## src/core/expander_pkg.sv

```systemverilog
// constants, command codes and state type of the dual-bank i/o expander
package expander_pkg;

    // ------------------------------------------------------------
    // geometry
    // ------------------------------------------------------------
    localparam int PIN_COUNT = 8;
    localparam int BANK_REGS = 6;
    localparam int BIT_COUNT_W = 4;
    localparam logic [3:0] BITS_PER_BYTE = 4'h8;
    localparam logic [3:0] LAST_TX_BIT = 4'h7;

    // ------------------------------------------------------------
    // command byte codes
    // ------------------------------------------------------------
    localparam logic [7:0] CMD_NORMAL_OUTPUT_LEVEL = 8'h00;
    localparam logic [7:0] CMD_NORMAL_RISE_MASK = 8'h01;
    localparam logic [7:0] CMD_NORMAL_FALL_MASK = 8'h02;
    localparam logic [7:0] CMD_SUSPEND_OUTPUT_LEVEL = 8'h03;
    localparam logic [7:0] CMD_SUSPEND_RISE_MASK = 8'h04;
    localparam logic [7:0] CMD_SUSPEND_FALL_MASK = 8'h05;
    localparam logic [7:0] CMD_PIN_LEVEL_READBACK = 8'h06;
    localparam logic [7:0] CMD_RESAMPLE_STRAPS = 8'h07;
    localparam logic [7:0] CMD_SOFT_RESET = 8'h08;
    localparam logic [7:0] CMD_MAKER_IDENT = 8'hFE;

    // ------------------------------------------------------------
    // index of each register inside the bank array
    // ------------------------------------------------------------
    localparam logic [2:0] IDX_NORMAL_OUTPUT_LEVEL = 3'h0;
    localparam logic [2:0] IDX_NORMAL_RISE_MASK = 3'h1;
    localparam logic [2:0] IDX_NORMAL_FALL_MASK = 3'h2;
    localparam logic [2:0] IDX_SUSPEND_OUTPUT_LEVEL = 3'h3;
    localparam logic [2:0] IDX_SUSPEND_RISE_MASK = 3'h4;
    localparam logic [2:0] IDX_SUSPEND_FALL_MASK = 3'h5;

    // ------------------------------------------------------------
    // reset values
    // ------------------------------------------------------------
    localparam logic [7:0] LEVEL_RST_DRIVE_LOW = 8'h00;
    localparam logic [7:0] LEVEL_RST_RELEASED = 8'hFF;
    localparam logic [7:0] MASK_RST = 8'hFF;
    localparam logic [7:0] POINTER_RST = 8'h00;
    localparam logic [6:0] OWN_ADDR_RST = 7'h00;
    localparam logic [1:0] STRAP_SETTLE = 2'h3;

    typedef enum logic [3:0] {
        ST_IDLE,
        ST_ADDR,
        ST_ADDR_ACK,
        ST_CMD,
        ST_CMD_ACK,
        ST_DATA,
        ST_DATA_ACK,
        ST_TX,
        ST_TX_ACK,
        ST_IGNORE
    } state_t;

endpackage

```

## src/core/smb_events_if.sv

```systemverilog
// bus events passed from the serial front end to the register core
`timescale 1ns/1ps
`default_nettype none

interface smb_events_if;
    logic scl_rise;
    logic scl_fall;
    logic start;
    logic stop;
    logic sda;

    modport front (output scl_rise, output scl_fall, output start, output stop, output sda);
    modport core (input scl_rise, input scl_fall, input start, input stop, input sda);
endinterface

`default_nettype wire

```

## src/core/smb_frontend.sv

```systemverilog
// synchronises the serial clock and data lines and finds edges, start and stop
`timescale 1ns/1ps
`default_nettype none

module smb_frontend
    import expander_pkg::*;
(
    input wire logic clk,
    input wire logic rst_n,
    input wire logic smb_clk,
    input wire logic smb_data_in,
    smb_events_if.front ev
);

    // ------------------------------------------------------------
    // two-stage synchronisers plus one history stage
    // ------------------------------------------------------------
    logic scl_meta_q, scl_sync_q, scl_prev_q;
    logic sda_meta_q, sda_sync_q, sda_prev_q;

    always_ff @(posedge clk or negedge rst_n) begin
        if (!rst_n) begin
            scl_meta_q <= 1'b1;
            scl_sync_q <= 1'b1;
            scl_prev_q <= 1'b1;
            sda_meta_q <= 1'b1;
            sda_sync_q <= 1'b1;
            sda_prev_q <= 1'b1;
        end else begin
            scl_meta_q <= smb_clk;
            scl_sync_q <= scl_meta_q;
            scl_prev_q <= scl_sync_q;
            sda_meta_q <= smb_data_in;
            sda_sync_q <= sda_meta_q;
            sda_prev_q <= sda_sync_q;
        end
    end

    // start and stop are data moves while the clock stays high
    assign ev.scl_rise = scl_sync_q & ~scl_prev_q;
    assign ev.scl_fall = ~scl_sync_q & scl_prev_q;
    assign ev.start = scl_sync_q & scl_prev_q & sda_prev_q & ~sda_sync_q;
    assign ev.stop = scl_sync_q & scl_prev_q & ~sda_prev_q & sda_sync_q;
    assign ev.sda = sda_sync_q;

endmodule

`default_nettype wire

```

## src/core/io_expander.sv

```systemverilog
// register and command core of the eight-line dual-bank serial i/o expander
`timescale 1ns/1ps
`default_nettype none

// Operation
// - six bank registers plus one readback register
// - suspend_select low applies suspend bank, high applies normal bank, no bus wait
// - one bank supplies both the pin levels and the two masks
// - each active level bit drives its own pin low or releases it
// - variant parameter picks pins low or released after power-up
// - second register masks rising edges, third masks falling edges
// - all edge masks set after power-up in both banks
// - readback returns real pin levels, not stored levels
// - pins captured at the ack fall of the read address byte
// - writes to read-only codes land in normal_output_level
// - bytes move most significant bit first, bit 7 is pin 7
// - resample_straps_cmd send-byte reloads the slave address from straps
// - resample in read or write byte still resamples, data to normal level
// - soft_reset_cmd resamples straps and restores all six bank registers
// - soft reset in read or write byte still resets, data redirected
// - maker_ident_cmd read returns ident byte, write goes to normal level
// - ack is 0, nack is 1; host nacks its last read byte
// - level bit 0 drives pin low, 1 releases it
// - mask bit 0 allows the edge interrupt, 1 suppresses it
// - command codes 00h-05h banks, 06h readback, 07h, 08h, FEh
module io_expander
    import expander_pkg::*;
#(
    parameter bit DRIVE_LOW_AT_POWERUP = 1'b1,
    // arbitrary neutral value
    parameter logic [7:0] MAKER_IDENT = 8'hA5
)
(
    input wire logic clk,
    input wire logic rst_n,
    input wire logic smb_clk,
    input wire logic smb_data_in,
    output logic smb_data_out,
    output logic smb_data_oe,
    input wire logic suspend_select,
    input wire logic [6:0] strap_addr,
    input wire logic [7:0] io_in,
    output logic [7:0] io_out,
    output logic [7:0] io_oe,
    output logic [7:0] rise_mask_active,
    output logic [7:0] fall_mask_active
);

    localparam logic [7:0] LEVEL_RST = DRIVE_LOW_AT_POWERUP ? LEVEL_RST_DRIVE_LOW
                                                            : LEVEL_RST_RELEASED;

    // ------------------------------------------------------------
    // serial front end
    // ------------------------------------------------------------
    smb_events_if ev ();

    smb_frontend u_front (
        .clk(clk),
        .rst_n(rst_n),
        .smb_clk(smb_clk),
        .smb_data_in(smb_data_in),
        .ev(ev)
    );

    // ------------------------------------------------------------
    // pin, suspend and strap synchronisers
    // ------------------------------------------------------------
    logic [7:0] io_meta_q, io_sync_q;
    logic susp_meta_q, susp_sync_q;
    logic [6:0] strap_meta_q, strap_sync_q;

    always_ff @(posedge clk or negedge rst_n) begin
        if (!rst_n) begin
            io_meta_q <= 8'h00;
            io_sync_q <= 8'h00;
            susp_meta_q <= 1'b1;
            susp_sync_q <= 1'b1;
            strap_meta_q <= 7'h00;
            strap_sync_q <= 7'h00;
        end else begin
            io_meta_q <= io_in;
            io_sync_q <= io_meta_q;
            susp_meta_q <= suspend_select;
            susp_sync_q <= susp_meta_q;
            strap_meta_q <= strap_addr;
            strap_sync_q <= strap_meta_q;
        end
    end

    // ------------------------------------------------------------
    // state
    // ------------------------------------------------------------
    state_t state_q, state_d;
    logic [BIT_COUNT_W-1:0] cnt_q, cnt_d;
    logic [7:0] shift_q, shift_d;
    logic [7:0] tx_q, tx_d;
    logic rw_q, rw_d;
    logic [7:0] pointer_q, pointer_d;
    logic [6:0] own_addr_q, own_addr_d;
    logic [1:0] boot_q, boot_d;
    logic [7:0] bank_q [BANK_REGS];
    logic [7:0] bank_d [BANK_REGS];
    logic [7:0] readback_q, readback_d;
    logic sda_oe_q, sda_oe_d;
    logic [7:0] io_oe_q, io_oe_d;
    logic [7:0] rise_q, rise_d;
    logic [7:0] fall_q, fall_d;
    logic [7:0] tx_byte;
    logic [7:0] live_level;

    // ------------------------------------------------------------
    // read data selection
    // ------------------------------------------------------------
    always_comb begin
        tx_byte = 8'h00;
        if (pointer_q < CMD_PIN_LEVEL_READBACK) begin
            tx_byte = bank_q[pointer_q[2:0]];
        end else if (pointer_q == CMD_PIN_LEVEL_READBACK) begin
            tx_byte = io_sync_q;
        end else if (pointer_q == CMD_MAKER_IDENT) begin
            tx_byte = MAKER_IDENT;
        end
    end

    // ------------------------------------------------------------
    // next-state logic
    // ------------------------------------------------------------
    always_comb begin
        state_d = state_q;
        cnt_d = cnt_q;
        shift_d = shift_q;
        tx_d = tx_q;
        rw_d = rw_q;
        pointer_d = pointer_q;
        own_addr_d = own_addr_q;
        boot_d = boot_q;
        bank_d = bank_q;
        readback_d = readback_q;
        sda_oe_d = sda_oe_q;

        // straps are taken once the synchroniser has filled after reset
        if (boot_q != STRAP_SETTLE) begin
            boot_d = boot_q + 2'h1;
            if (boot_q == STRAP_SETTLE - 2'h1) begin
                own_addr_d = strap_sync_q;
            end
        end

        if (ev.stop) begin
            state_d = ST_IDLE;
            sda_oe_d = 1'b0;
        end else if (ev.start) begin
            state_d = ST_ADDR;
            cnt_d = '0;
            sda_oe_d = 1'b0;
        end else begin
            case (state_q)
                ST_ADDR, ST_CMD, ST_DATA: begin
                    if (ev.scl_rise && cnt_q != BITS_PER_BYTE) begin
                        shift_d = {shift_q[6:0], ev.sda};
                        cnt_d = cnt_q + 4'h1;
                    end
                    if (ev.scl_fall && cnt_q == BITS_PER_BYTE) begin
                        cnt_d = '0;
                        if (state_q == ST_ADDR) begin
                            if (shift_q[7:1] == own_addr_q) begin
                                rw_d = shift_q[0];
                                sda_oe_d = 1'b1;
                                state_d = ST_ADDR_ACK;
                            end else begin
                                state_d = ST_IGNORE;
                            end
                        end else if (state_q == ST_CMD) begin
                            sda_oe_d = 1'b1;
                            state_d = ST_CMD_ACK;
                        end else begin
                            sda_oe_d = 1'b1;
                            state_d = ST_DATA_ACK;
                        end
                    end
                end
                ST_ADDR_ACK: begin
                    if (ev.scl_fall) begin
                        if (rw_q) begin
                            readback_d = io_sync_q;
                            tx_d = tx_byte;
                            sda_oe_d = ~tx_byte[7];
                            state_d = ST_TX;
                        end else begin
                            sda_oe_d = 1'b0;
                            state_d = ST_CMD;
                        end
                    end
                end
                ST_CMD_ACK: begin
                    if (ev.scl_fall) begin
                        sda_oe_d = 1'b0;
                        pointer_d = shift_q;
                        if (shift_q == CMD_RESAMPLE_STRAPS) begin
                            own_addr_d = strap_sync_q;
                        end else if (shift_q == CMD_SOFT_RESET) begin
                            own_addr_d = strap_sync_q;
                            bank_d[IDX_NORMAL_OUTPUT_LEVEL] = LEVEL_RST;
                            bank_d[IDX_NORMAL_RISE_MASK] = MASK_RST;
                            bank_d[IDX_NORMAL_FALL_MASK] = MASK_RST;
                            bank_d[IDX_SUSPEND_OUTPUT_LEVEL] = LEVEL_RST;
                            bank_d[IDX_SUSPEND_RISE_MASK] = MASK_RST;
                            bank_d[IDX_SUSPEND_FALL_MASK] = MASK_RST;
                        end
                        state_d = ST_DATA;
                    end
                end
                ST_DATA_ACK: begin
                    if (ev.scl_fall) begin
                        sda_oe_d = 1'b0;
                        // the update lands right after the data byte's ack clock
                        if (pointer_q < CMD_PIN_LEVEL_READBACK) begin
                            bank_d[pointer_q[2:0]] = shift_q;
                        end else begin
                            bank_d[IDX_NORMAL_OUTPUT_LEVEL] = shift_q;
                        end
                        state_d = ST_IGNORE;
                    end
                end
                ST_TX: begin
                    if (ev.scl_fall) begin
                        if (cnt_q == LAST_TX_BIT) begin
                            sda_oe_d = 1'b0;
                            state_d = ST_TX_ACK;
                        end else begin
                            tx_d = {tx_q[6:0], 1'b0};
                            sda_oe_d = ~tx_q[6];
                            cnt_d = cnt_q + 4'h1;
                        end
                    end
                end
                ST_TX_ACK: begin
                    // one byte per read; the host nacks and stops
                    if (ev.scl_rise) begin
                        state_d = ST_IGNORE;
                    end
                end
                default: begin
                end
            endcase
        end
    end

    // ------------------------------------------------------------
    // pin and mask outputs from the live bank
    // ------------------------------------------------------------
    always_comb begin
        if (susp_sync_q) begin
            live_level = bank_d[IDX_NORMAL_OUTPUT_LEVEL];
            rise_d = bank_d[IDX_NORMAL_RISE_MASK];
            fall_d = bank_d[IDX_NORMAL_FALL_MASK];
        end else begin
            live_level = bank_d[IDX_SUSPEND_OUTPUT_LEVEL];
            rise_d = bank_d[IDX_SUSPEND_RISE_MASK];
            fall_d = bank_d[IDX_SUSPEND_FALL_MASK];
        end
        io_oe_d = ~live_level;
    end

    // ------------------------------------------------------------
    // registers
    // ------------------------------------------------------------
    always_ff @(posedge clk or negedge rst_n) begin
        if (!rst_n) begin
            state_q <= ST_IDLE;
            cnt_q <= '0;
            shift_q <= 8'h00;
            tx_q <= 8'h00;
            rw_q <= 1'b0;
            pointer_q <= POINTER_RST;
            own_addr_q <= OWN_ADDR_RST;
            boot_q <= 2'h0;
            bank_q[IDX_NORMAL_OUTPUT_LEVEL] <= LEVEL_RST;
            bank_q[IDX_NORMAL_RISE_MASK] <= MASK_RST;
            bank_q[IDX_NORMAL_FALL_MASK] <= MASK_RST;
            bank_q[IDX_SUSPEND_OUTPUT_LEVEL] <= LEVEL_RST;
            bank_q[IDX_SUSPEND_RISE_MASK] <= MASK_RST;
            bank_q[IDX_SUSPEND_FALL_MASK] <= MASK_RST;
            readback_q <= 8'h00;
            sda_oe_q <= 1'b0;
            io_oe_q <= ~LEVEL_RST;
            rise_q <= MASK_RST;
            fall_q <= MASK_RST;
        end else begin
            state_q <= state_d;
            cnt_q <= cnt_d;
            shift_q <= shift_d;
            tx_q <= tx_d;
            rw_q <= rw_d;
            pointer_q <= pointer_d;
            own_addr_q <= own_addr_d;
            boot_q <= boot_d;
            bank_q <= bank_d;
            readback_q <= readback_d;
            sda_oe_q <= sda_oe_d;
            io_oe_q <= io_oe_d;
            rise_q <= rise_d;
            fall_q <= fall_d;
        end
    end

    // both open-drain outputs only ever pull low
    always_ff @(posedge clk or negedge rst_n) begin
        if (!rst_n) begin
            smb_data_out <= 1'b0;
            io_out <= 8'h00;
        end else begin
            smb_data_out <= 1'b0;
            io_out <= 8'h00;
        end
    end

    assign smb_data_oe = sda_oe_q;
    assign io_oe = io_oe_q;
    assign rise_mask_active = rise_q;
    assign fall_mask_active = fall_q;

endmodule

`default_nettype wire

```

## config.mk

```make
export PLATFORM = sky130hd
export DESIGN_NAME = io_expander
export DESIGN_NICKNAME = d
export VERILOG_FILES = /design/src/core/expander_pkg.sv /design/src/core/smb_events_if.sv /design/src/core/smb_frontend.sv /design/src/core/io_expander.sv
export SDC_FILE = /design/constraint.sdc
export NUM_CORES = 1
export LEC_CHECK = 0
export ABC_AREA = 1
export BUFFER_PORTS_ARGS = -buffer_cell sky130_fd_sc_hd__buf_4
export CAP_MARGIN = 20
export CELL_PAD_IN_SITES_DETAIL_PLACEMENT = 1
export CELL_PAD_IN_SITES_GLOBAL_PLACEMENT = 2
export CORE_MARGIN = 2
export CORE_UTILIZATION = 36
export DETAILED_ROUTE_END_ITERATION = 8
export MAX_ROUTING_LAYER = met4
export PLACE_DENSITY = 0.83
export SETUP_SLACK_MARGIN = 0.05
export SYNTH_ARGS = -nofsm -noshare
export SYNTH_HDL_FRONTEND = slang
export SYNTH_SLANG_ARGS = --single-unit
```

## constraint.sdc

```tcl
create_clock -name clk -period 2.11 [get_ports clk]
set_input_delay 0.1055 -clock clk [delete_from_list [all_inputs] [get_ports clk]]
set_output_delay 0.1055 -clock clk [all_outputs]
set_load 0.005 [all_outputs]
```

==> metrics.md <==
| Metric | Value |
|---|---|
| Status | completed |
| Static Leak | 4.41 nW |
| CTS root buf | clkbuf_16 |
| Commonest non-fill, non-tap cells in the layout | nand2_1, dfrtp_1, buf_4 |
| Switching power | 4.36 mW |
| Vias | 6,296 |
| Vias in the first global route | 6,594 |
| Clk_skew | 0.00931 ns |
| #FFs+latches synth | 152 |
| PortBufs | 44 |
| Crit path capture type | register |
| Num CTS Buffers | 17 |
| Area added between synthesis and finish | 24.0% |
| Final wirelength | 22,300 um |
| Initial DRC Count | 371 |
| CP arrival | 2.27 ns |
| GRT Total Usage | 22.7% |
| Warnings, synthesis | 0 |
| Fmax achieved | 525 MHz |
| Worst setup path class | register to register |
| Nets@finish | 1,004 |
| Die ar. | 21,200 um^2 |
| H-Tree Level Count | 4 |
| Top Ports | 54 |
| Die width | 146 um |
| Reg2reg start | pointer_q[2]$_DFFE_PN0P_ |
| Distinct cells, synth | 40 |
| GRT overflow | 0 |
| FFs w/ async S/R, synth | 100% |
| Final Wtd Congestion | 0.849 |
| Flop2flop setup slack | 0.20 ns |
| # setup viols final | 0 |
| Max-slew violation count | 0 |
| Routed len/inst | 17.7 um |
| Combinational fraction of design power | 35.6% |
| Final antenna-violating net count | 0 |
| Core area | 19,600 um^2 |
| Switching Share | 38.7% |
| FF-to-FF End | fall_mask_active[1]$_DFF_PN1_ |
| RSZ-0062 raised after global routing | yes |
| Starting density of the core | 36.9% |
| Util after Layout | 45.8% |
| Layout cell share with drive strength beyond 1 | 22.8% |
| Max IR drop VDD | 0.680 mV |
| R2R cell count | 10 |
| Post-Synthesis Cells | 878 |
| Reg power frac | 36.3% |
| HPWL after DPL | 16,100 um |
| Internal power | 6.90 mW |
| DR DRC count | 0 |
| Worst min-delay path category | input port to async pin |
| Num Clock Sinks | 152 |
| Pwr per Cell Area | 1260 nW/um^2 |
| Vias/cell | 5.00 |
| CTS tree | built |
| Maxcap violations | 0 |
| CP Max Fanout | 11 |
| Final Cycle Share | 90.3% |
| Post-synth EDFFs | 0 |
| Largest net degree at the start of global routing | 52 |
| Skew-Pair Late Insertion Delay | 0.44 ns |
| # rows | 51 |
| Tmin final | 1.91 ns |
| Worst setup SP type | register |
| Clk buf depth | 2 |
| Antenna violations before repair | 0 |
| Critical Path RT | 2.48 ns |
| Post-Syn Area | 7230 um^2 |
| Clock Power Share | 28.2% |
| Final setup TNS | 0 ns |
| Most common cell after layout, fill and taps aside | nand2_1 |
| Clock transition at the registers of the reported paths | 0.07 ns |
| Syn avg cell area | 8.23 um^2 |
| Sequential area share after synthesis | 53.7% |
| First-pass GRT wire length | 36,400 um |
| Filler instances | 2,351 |
| 1st-pass router iterations | 5 |
| Die H | 146 um |
| Final hold vios | 0 |
| # diodes | 0 |
| Post-synth top flop | dfrtp_1 |
==> flip-flops by register name, indices dropped and copies added, names as in the netlist, 2 cells and up <==
register	cells
pointer_q	8
bank_q	48
io_sync_q	8
cnt_q	4
strap_sync_q	7
boot_q	2
fall_mask_active	8
tx_q	7
shift_q	8
strap_meta_q	7
own_addr_q	7
io_oe	8
rise_mask_active	8
state_q	4
io_meta_q	8
==> power by group through the flow <==
stage	clock, mW	combinational (mW)	sequential, mW
6_report	3.17	4.00	4.08
3_5_place_dp	0	3.88	4.12
3_3_place_gp	0	3.84	4.11
2_1_floorplan	0	2.37	3.95
5_1_grt	3.34	4.48	4.16
4_1_cts	3.21	3.95	4.08
==> repair_timing <==
item	4_1_cts	5_1_grt
setup buffers	0	1
gates resized for setup	0	12
hold buffers	19	0
endpoints found under the setup margin	0	32
hold endpoints to repair	66	0
==> final cells by class <==
type / instances / area (um^2) / share of cell area [%]
Tap cell: 265 / 332 / 3.70
Inverter: 80 / 300 / 3.35
Clock buffer: 18 / 439 / 4.90
Clock inverter: 14 / 164 / 1.83
Timing Repair Buffer: 110 / 927 / 10.3
Sequential cell: 152 / 3890 / 43.3
Multi-Input combinational cell: 619 / 2920 / 32.5
==> worst max-delay path by stage <==
stage / start / to / slack [ns] / cells past startpoint
2_1_floorplan: u_front.scl_prev_q$_DFF_PN1_ / io_oe[3]$_DFF_PN1_ / 0.47 / 10
6_report: pointer_q[2]$_DFFE_PN0P_ / fall_mask_active[1]$_DFF_PN1_ / 0.20 / 10
3_3_place_gp: u_front.scl_sync_q$_DFF_PN1_ / own_addr_q[1]$_DFF_PN0_ / 0.09 / 10
3_5_place_dp: u_front.scl_sync_q$_DFF_PN1_ / own_addr_q[0]$_DFF_PN0_ / 0.08 / 10
4_1_cts: u_front.scl_sync_q$_DFF_PN1_ / own_addr_q[0]$_DFF_PN0_ / 0.07 / 10
5_1_grt: pointer_q[2]$_DFFE_PN0P_ / fall_mask_active[1]$_DFF_PN1_ / 0.04 / 10
==> routing by layer <==
layer  vias to the layer above  global-route usage (%)  routed length [um]
met5                         -                       -                   0
met4                         0                    6.27                 346
met2                       123                    35.1               10400
li1                       3033                       -                   -
met1                      3119                    30.8               10700
met3                        21                    3.98                 862
==> worst max-delay path: stages (launching register included) <==
cell and delay, ns:
dfrtp_1 0.44, nand2_2 0.14, nand2_1 0.10, nor3_4 0.22, buf_12 0.14, nand3b_1 0.07
buf_4 0.19, nor2_2 0.26, o21ai_1 0.14, nand2_1 0.07, nand2_1 0.05
==> stage by stage <==
stage / setup WS [ns] / power (mW) / instances / cell area, um^2 / hold WS [ns]
floorplan: 0.467 / 6.32 / 886 / 7260 / -0.190
global placement: 0.0928 / 7.95 / 1206 / 8120 / 0.0852
detailed placement: 0.0751 / 8.00 / 1206 / 8120 / 0.0872
CTS: 0.0687 / 11.2 / 1257 / 8910 / 0.197
global route: 0.0396 / 12.0 / 1258 / 8970 / 0.212
finish: 0.204 / 11.3 / 1258 / 8970 / 0.174
==> synth_stat cells, types with 2 or more instances <==
library cell | count | share of area (%)
o21ai_1 | 14 | 0.97
a31oi_1 | 11 | 0.95
o22ai_1 | 2 | 0.17
inv_1 | 71 | 3.7
nor2_1 | 74 | 3.8
nand3_2 | 4 | 0.55
nand2_2 | 5 | 0.43
dfrtp_1 | 88 | 30
xor2_1 | 2 | 0.24
o21ai_0 | 67 | 4.6
nor2_2 | 3 | 0.26
ha_1 | 4 | 0.69
inv_2 | 9 | 0.47
buf_4 | 11 | 1.1
xnor2_1 | 2 | 0.24
nand2_4 | 2 | 0.31
o2111ai_1 | 2 | 0.24
nand3_1 | 70 | 4.8
nor3_4 | 2 | 0.45
nor2_4 | 4 | 0.62
nor3_2 | 2 | 0.28
a21oi_1 | 28 | 1.9
nor3_1 | 5 | 0.35
and2_1 | 2 | 0.17
clkbuf_1 | 9 | 0.47
buf_1 | 3 | 0.16
nand4_1 | 4 | 0.35
dfstp_2 | 64 | 23
nand3b_1 | 5 | 0.52
buf_2 | 11 | 0.76
nand2_1 | 277 | 14
o211ai_1 | 13 | 1.4
==> kinds of logic after synthesis <==
logic type,Yosys count,synth area share (%)
AOI/OAI and AO/OA,141,10.7
xor gates and xnor gates,4,0.485
other,1,0.0519
adders and majority gates,4,0.692
buffers and inverters,115,6.75
DFF,152,53.7
and+or+nand+nor,461,27.5
Power figures use the tool's default switching activity.
